File: config.mk
export PLATFORM = sky130hd
export DESIGN_NAME = rftx_timing
export DESIGN_NICKNAME = d
export VERILOG_FILES = /design/src/rftx_pkg.sv /design/src/rftx_pulse.sv /design/src/rftx_timing.sv
export VERILOG_INCLUDE_DIRS = /design/src
export SDC_FILE = /design/constraint.sdc
export NUM_CORES = 1
export LEC_CHECK = 0
export ABC_CLOCK_PERIOD_IN_PS = 3000
export BUFFER_PORTS_ARGS = -buffer_cell sky130_fd_sc_hd__buf_4
export CAP_MARGIN = 20
export CORE_ASPECT_RATIO = 0.75
export CORE_MARGIN = 5
export CORE_UTILIZATION = 58
export DETAILED_ROUTE_END_ITERATION = 10
export PLACE_DENSITY = 0.79
export SLEW_MARGIN = 40
export SYNTH_ARGS = -nofsm -noshare
export SYNTH_HDL_FRONTEND = slang
export SYNTH_SLANG_ARGS = --single-unit
File: constraint.sdc
create_clock -name MCLK_IN -period 3 [get_ports MCLK_IN]
set_input_delay 0.15 -clock MCLK_IN [delete_from_list [all_inputs] [get_ports MCLK_IN]]
set_output_delay 0.15 -clock MCLK_IN [all_outputs]
set_load 0.05 [all_outputs]
File: src/rftx_consts.svh
// Register offsets, field positions, reset values and timing counts
// Assumes inclusion by bare name from the pulse shaper and timing modules
`ifndef RFTX_CONSTS_SVH
`define RFTX_CONSTS_SVH
// Register offsets
`define RFTX_ADDR_PULSE 8'h2f
`define RFTX_ADDR_BURST 8'h30
`define RFTX_ADDR_WCTRL 8'h31
`define RFTX_ADDR_WLOW 8'h32
`define RFTX_ADDR_STATUS 8'h3f
// Wait control fields
`define RFTX_WC_ORIGIN 7
`define RFTX_WC_UNIT 6
`define RFTX_WC_UP_HI 5
`define RFTX_WC_UP_LO 3
`define RFTX_WC_STOP_HI 2
// Burst length fields
`define RFTX_BL_ONE_HI 6
`define RFTX_BL_ONE_LO 4
`define RFTX_BL_ZERO_HI 2
// Reset values
`define RFTX_RST_WCTRL 8'hc0
`define RFTX_RST_ZERO 8'h00
// Carrier periods per wait unit when the unit select is clear
`define RFTX_CARRIER_PER_UNIT 16
`endif

File: src/rftx_pkg.sv
// Types shared by the transmit timing block and its pulse shaper
// Assumes the constants header sits in the same folder
package rftx_pkg;
    // Wait state, one-hot
    typedef enum logic [1:0] {
        RFTX_W_READY = 2'b01,
        RFTX_W_COUNT = 2'b10
    } rftx_wstate_t;

    // Pulse shaper state
    typedef struct packed {
        logic active;
        logic [8:0] cnt;
        logic pulse_r;
    } rftx_pulse_st_t;

    // Timing block state
    typedef struct packed {
        logic [7:0] width_r;
        logic [2:0] one_len_r;
        logic [2:0] zero_len_r;
        logic [7:0] wctrl_r;
        logic [7:0] wlow_r;
        logic [7:0] rdata_r;
        rftx_wstate_t wstate_r;
        logic [10:0] wcnt_r;
        logic [3:0] presc_r;
        logic tx_ready_r;
        logic [8:0] burst_cnt_r;
        logic burst_r;
        logic burst_level_r;
        logic stop_bit_r;
        logic [2:0] guard_r;
    } rftx_st_t;
endpackage

File: src/rftx_pulse.sv
// Modulation pulse shaper counting carrier periods
// Assumes start, bit end and carrier tick are one-cycle pulses on the same clock
`timescale 1ns/1ps
`include "rftx_consts.svh"
module rftx_pulse
    import rftx_pkg::*;
(
    input wire logic clk_in,
    input wire logic rst_n_in,
    input wire logic carrier_tick_in,
    input wire logic enable_in,
    input wire logic start_in,
    input wire logic bit_end_in,
    input wire logic [7:0] width_in,
    output logic pulse_out
);
    rftx_pulse_st_t st, st_nxt;

    // Next state of the pulse
    always_comb
    begin
        st_nxt = st;
        if (st.active && carrier_tick_in)
        begin
            st_nxt.cnt = st.cnt - 9'h001;
            if (st.cnt == 9'h001)
            begin
                st_nxt.active = 1'b0;
            end
        end
        if (bit_end_in)
        begin
            st_nxt.active = 1'b0;
        end
        if (start_in && enable_in)
        begin
            st_nxt.active = 1'b1;
            st_nxt.cnt = {1'b0, width_in} + 9'h001;
        end
        st_nxt.pulse_r = st_nxt.active;
    end

    // State register
    always_ff @(posedge clk_in)
    begin
        if (!rst_n_in)
            st <= '0;
        else
            st <= st_nxt;
    end

    assign pulse_out = st.pulse_r;
endmodule

File: src/rftx_timing.sv
// Transmit timing controls: pulse width, burst length, wait time, stop and guard
// Assumes all strobes and ticks come from logic on MCLK_IN, one cycle each
//
// Added by the designer: the plain strobed port.
`timescale 1ns/1ps
`include "rftx_consts.svh"
module rftx_timing
    import rftx_pkg::*;
(
    input wire logic MCLK_IN,
    input wire logic RST_N_IN,
    input wire logic [7:0] ADDR_IN,
    input wire logic [7:0] WDATA_IN,
    input wire logic WR_IN,
    input wire logic RD_IN,
    output logic [7:0] RDATA_OUT,
    input wire logic CARRIER_TICK_IN,
    input wire logic HALF_BIT_TICK_IN,
    input wire logic BIT_TICK_IN,
    input wire logic PULSE_MOD_EN_IN,
    input wire logic MILLER_A_IN,
    input wire logic PULSE_START_IN,
    input wire logic BIT_END_IN,
    output logic MOD_PULSE_OUT,
    input wire logic BURST_START_IN,
    input wire logic BURST_SYM_IN,
    input wire logic BURST_LEVEL_SEL_IN,
    output logic BURST_OUT,
    output logic BURST_LEVEL_OUT,
    input wire logic TX_END_IN,
    input wire logic RX_END_IN,
    output logic TX_READY_OUT,
    input wire logic TYPE_B_IN,
    output logic STOP_BIT_OUT,
    output logic [2:0] GUARD_UNITS_OUT
);
    rftx_st_t st, st_nxt;
    logic wait_start;
    logic unit_tick;
    logic [10:0] wait_count;

    // Burst code to length in bits
    function automatic logic [8:0] burst_bits(input logic [2:0] code);
        case (code)
            3'h0: burst_bits = 9'h008;
            3'h1: burst_bits = 9'h010;
            3'h2: burst_bits = 9'h020;
            3'h3: burst_bits = 9'h030;
            3'h4: burst_bits = 9'h040;
            3'h5: burst_bits = 9'h060;
            3'h6: burst_bits = 9'h080;
            default: burst_bits = 9'h100;
        endcase
    endfunction

    // Wait origin, unit and count
    assign wait_start = st.wctrl_r[`RFTX_WC_ORIGIN] ? RX_END_IN : TX_END_IN;
    assign wait_count = {st.wctrl_r[`RFTX_WC_UP_HI:`RFTX_WC_UP_LO], st.wlow_r};
    assign unit_tick = st.wctrl_r[`RFTX_WC_UNIT] ? HALF_BIT_TICK_IN :
        (CARRIER_TICK_IN && st.presc_r == 4'(`RFTX_CARRIER_PER_UNIT - 1));

    // Next state: registers, wait, burst, stop and guard
    always_comb
    begin
        st_nxt = st;
        st_nxt.rdata_r = 8'h00;
        if (WR_IN)
        begin
            if (ADDR_IN == `RFTX_ADDR_PULSE)
                st_nxt.width_r = WDATA_IN;
            else if (ADDR_IN == `RFTX_ADDR_BURST)
            begin
                st_nxt.one_len_r = WDATA_IN[`RFTX_BL_ONE_HI:`RFTX_BL_ONE_LO];
                st_nxt.zero_len_r = WDATA_IN[`RFTX_BL_ZERO_HI:0];
            end
            else if (ADDR_IN == `RFTX_ADDR_WCTRL)
                st_nxt.wctrl_r = WDATA_IN;
            else if (ADDR_IN == `RFTX_ADDR_WLOW)
                st_nxt.wlow_r = WDATA_IN;
        end
        if (RD_IN)
        begin
            if (ADDR_IN == `RFTX_ADDR_PULSE)
                st_nxt.rdata_r = st.width_r;
            else if (ADDR_IN == `RFTX_ADDR_BURST)
                st_nxt.rdata_r = {1'b0, st.one_len_r, 1'b0, st.zero_len_r};
            else if (ADDR_IN == `RFTX_ADDR_WCTRL)
                st_nxt.rdata_r = st.wctrl_r;
            else if (ADDR_IN == `RFTX_ADDR_WLOW)
                st_nxt.rdata_r = st.wlow_r;
            else if (ADDR_IN == `RFTX_ADDR_STATUS)
                st_nxt.rdata_r = {5'h00, MOD_PULSE_OUT, st.burst_r, st.tx_ready_r};
        end
        // Carrier prescaler for sixteen-period units
        if (CARRIER_TICK_IN)
            st_nxt.presc_r = st.presc_r + 4'h1;
        // Wait interval before the next send
        case (st.wstate_r)
            RFTX_W_READY:
            begin
                if (wait_start && wait_count != 11'h000)
                begin
                    st_nxt.wstate_r = RFTX_W_COUNT;
                    st_nxt.wcnt_r = wait_count;
                    st_nxt.presc_r = 4'h0;
                end
            end
            RFTX_W_COUNT:
            begin
                if (wait_start)
                begin
                    st_nxt.wcnt_r = wait_count; // Restart on a new origin event
                    st_nxt.presc_r = 4'h0;
                    if (wait_count == 11'h000)
                        st_nxt.wstate_r = RFTX_W_READY;
                end
                else if (unit_tick)
                begin
                    st_nxt.wcnt_r = st.wcnt_r - 11'h001;
                    if (st.wcnt_r == 11'h001)
                        st_nxt.wstate_r = RFTX_W_READY;
                end
            end
            default: st_nxt.wstate_r = RFTX_W_READY;
        endcase
        st_nxt.tx_ready_r = (st_nxt.wstate_r == RFTX_W_READY);
        // Burst length in bit periods
        if (BURST_START_IN)
        begin
            st_nxt.burst_cnt_r = burst_bits(BURST_SYM_IN ? st.one_len_r : st.zero_len_r);
            st_nxt.burst_level_r = BURST_LEVEL_SEL_IN;
        end
        else if (BIT_TICK_IN && st.burst_cnt_r != 9'h000)
            st_nxt.burst_cnt_r = st.burst_cnt_r - 9'h001;
        st_nxt.burst_r = (st_nxt.burst_cnt_r != 9'h000);
        // Stop bit and extra guard units for Type B
        st_nxt.stop_bit_r = TYPE_B_IN && st.wctrl_r[`RFTX_WC_STOP_HI:0] != 3'h0;
        st_nxt.guard_r = 3'h0;
        if (TYPE_B_IN && st.wctrl_r[`RFTX_WC_STOP_HI:0] > 3'h1)
            st_nxt.guard_r = st.wctrl_r[`RFTX_WC_STOP_HI:0] - 3'h1;
    end

    // State register with synchronous reset
    always_ff @(posedge MCLK_IN)
    begin
        if (!RST_N_IN)
        begin
            st <= '0;
            st.wctrl_r <= `RFTX_RST_WCTRL;
            st.wstate_r <= RFTX_W_READY;
            st.tx_ready_r <= 1'b1;
        end
        else
            st <= st_nxt;
    end

    // Pulse shaper, gated to Miller Type A
    rftx_pulse u_pulse (
        .clk_in(MCLK_IN),
        .rst_n_in(RST_N_IN),
        .carrier_tick_in(CARRIER_TICK_IN),
        .enable_in(PULSE_MOD_EN_IN && MILLER_A_IN),
        .start_in(PULSE_START_IN),
        .bit_end_in(BIT_END_IN),
        .width_in(st.width_r),
        .pulse_out(MOD_PULSE_OUT)
    );

    // Outputs straight from the state flops
    assign RDATA_OUT = st.rdata_r;
    assign TX_READY_OUT = st.tx_ready_r;
    assign BURST_OUT = st.burst_r;
    assign BURST_LEVEL_OUT = st.burst_level_r;
    assign STOP_BIT_OUT = st.stop_bit_r;
    assign GUARD_UNITS_OUT = st.guard_r;
endmodule

==> metrics.md <==
| Metric | Value |
|---|---|
| CTS buffer count | `9` |
| I/O pin cnt | `49` |
| Top-area cell type share of the netlist area | `37.9%` |
| GRT Total Usage | `24.4%` |
| Yosys cell types | `67` |
| Critical path, cell by cell | `inv_1 -> ha_1 -> nor4b_4 -> nand2_1 -> a211o_2 -> a211o_1 -> a221o_1` |
| H-tree Lvls | `3` |
| Die Y | `~84 um` |
| CTS Root Cell | `clkbuf_8` |
| Layout Nets | `564` |
| Min cycle time layout | `2370 ps` |
| Fill count | `633` |
| Ranking of synthesized cells by area | `dfxtp_1 (38%), mux2i_1 (8.0%), nor2_1 (5.4%)` |
| Worst vdd ir | `0.211 mV` |
| R2r worst-path depth | `7` |
| RSZ-0062 raised after global routing | `no` |
| Commonest cells after routing, fill and taps aside | `dfxtp_1 (81), nor2_1 (61), buf_4 (52), nand2_1 (38), mux2i_1 (34)` |
| DRC Markers | `0` |
| Core area | `a little over 0.007 sq mm` |
| Max FO, Critical Path | `6` |
| Max Root-Sink Buffers | `2` |
| Number of synthesized flops with an enable pin | `0` |
| Post-Syn Instances | `489` |
| Pin count of the biggest net entering global routing | `47` |
| Hpwl dp | `7920 um` |
| Lkg Pwr | `1.81 nW` |
| Layout cell share with drive strength beyond 1 | `15.6%` |
| Residual overflow from global routing | `0` |
| Clock transition at the registers of the reported paths | `80 ps` |
| Final count of hold timing violations | `0` |
| Final setup fails | `0` |
| Yosys warnings | `0` |
| Status | `complete, no violations` |
| Async SR Flop Fraction | `0%` |
| Total Routed Length | `10,900 um` |
| WHS Path Cells | `3` |
| Chip width | `109 um` |
| CP Class | `register to register` |
| Crit path max-delay cell type | `a211o_2` |
| Max-slew violation count | `0` |
| Commonest non-fill, non-tap cell in the layout | `dfxtp_1` |
| Hold Crit Class | `input port to register` |
| Row cnt | `27` |
| Multi-input logic area | `about 0.0024 sq mm` |
| Slew headroom | `60.8%` |
| Setup WS pre-CTS | `700 ps` |
| Worst clock skew | `7.81 ps` |
| Vias in the first global route | `~3,600` |
| Synth Net Count | `533` |
| Max frequency | `approximately 420 MHz` |
| Post-Syn Area | `0.00428 sq mm` |
| Initial antenna violation count | `0` |
| Clk sinks | `81` |
| Crit. End Element | `register` |
| First-pass GRT wire length | `around 18,000 um` |
| Die ar. | `about 0.0092 sq mm` |
| Synthesis-stage register bit count | `81` |
| Max Cap Viol | `0` |
| Setup TNS | `0 ps` |
| Via density | `6.15` |
| Vias | `3,853` |
| Antenna Nets Post-Route | `0` |
| Cell Pwr Density | `approximately 460 mW/mm^2` |
| Least-Margin Pin Slew | `583 ps` |
| Area Growth Syn to Fin | `12.5%` |
| First-pass DRT Iterations | `5` |
| Top FF cell, synth | `dfxtp_1` |
| Worst path arrival time | `2610 ps` |
| I/O Buffers | `48` |
| Fraction of the yosys area taken by sequential cells | `a little under two fifths` |
| Post-CTS Hold Buffers | `0` |
| Routed length per instance | `around 17 um` |
| Syn avg cell area | `8.75 sq um` |
| Final Cycle Share | `about 79%` |
| Gp weighted congestion | `0.992` |
| Worst-Skew Late Latency | `350 ps` |
| Ant diodes | `0` |
| CTS resizes | `0` |
| Reg area | `0.00162 sq mm` |
| TritonCTS clock tree | `done` |
| Initial Util | `58.9%` |
| Setup WS post-layout | `633 ps` |
| Post-CTS Setup Bufs | `0` |
| Largest area contributor in the netlist | `dfxtp_1` |
| Largest stage delay, worst path | `380 ps` |
| First DRT Iteration DRCs | `about 460` |
| Critical Path RT | `3240 ps` |
| Crit path launch type | `register` |
## where the power goes
group / internal, mW / total (mW) / switching [mW]
clock: 0.345 / 0.742 / 0.397
combinational: 0.131 / 0.321 / 0.190
sequential: 1.10 / 1.13 / 0.0311
## cells by family (layout without fill, tap and decap cells)
group           after synthesis  in the layout  share of synthesized area [%]
flops                        81             81                           37.9
compound gates              105            105                           17.5
fa+ha+maj                    11             11                           3.22
mux                          35             35                           8.22
xor+xnor                     23             23                           4.71
simple gates                178            178                           22.2
buf+inv                      56             92                           6.23
## cells in the mapped netlist, types with 3 or more instances
cell and number:
dfxtp_1 81, nor2_1 61, nand2_1 38, mux2i_1 34, inv_1 24, o21ai_0 17, a21oi_1 16, buf_4 14
clkbuf_1 14, nor3_1 13, xnor2_1 12, a211oi_1 11, ha_1 11, xor2_1 11, a31oi_1 10, nand4_1 9
a22oi_1 8, and3_1 8, nand3_1 6, nor4_1 6, a222oi_1 5, nand2b_1 5, nand3b_1 5, o22ai_1 5
a221oi_1 4, or3_1 4, a32oi_1 3, and2_1 3, buf_2 3
## per-stage QoR
step / util [%] / instance area (sq um) / std cells / power (mW) / hold WS (ps)
after detailed placement: 63.6 / 4620 / 610 / 1.47 / 394
after floorplan: - / 4280 / 489 / 1.36 / 264
after global routing: 66.3 / 4810 / 626 / 2.30 / 21.9
final: 66.3 / 4810 / 626 / 2.20 / 31.5
after global placement: 63.6 / 4620 / 610 / 1.46 / 391
after CTS: 66.1 / 4800 / 626 / 2.20 / 20.6
## cell type report
type	instances	area share, %
clock buffer	12	3.22
multi-input combinational	352	49.9
sequential	81	33.7
clock inverter	4	0.572
timing repair buffer	52	8.11
inverter	24	1.87
tap	101	2.63
## registers in the layout (all words and copies together) (netlist names)
signal           flops
BURST_LEVEL_OUT      1
STOP_BIT_OUT         1
GUARD_UNITS_OUT      3
BURST_OUT            1
TX_READY_OUT         1
RDATA_OUT            8
u_pulse.st          10
st                  56
## critical path: cells and delay by family (launching register included)
kind	cells	cell delay (ps)
simple gates	2	570
compound gates	3	1010
fa+ha+maj	1	210
flops	1	350
buf+inv	1	110
## path summary, 6_finish.rpt
path / startpoint / endpoint / slack, ps
worst max-delay path: st[6] / BURST_OUT / 630
worst min-delay path: BURST_LEVEL_SEL_IN / BURST_LEVEL_OUT / 30
worst max register to register: st[6] / BURST_OUT / 630
worst min register to register: st[29] / st[29] / 470
## layer usage
layer  global-route usage, %  up-vias  share of wire (%)
met4                    7.45        0                1.7
met2                    34.2      199                 42
li1                        -     1835                  -
met5                       0        -                  0
met3                    5.30       24                9.2
met1                    36.8     1795                 47
No activity file was read; power rests on OpenSTA's default activity.
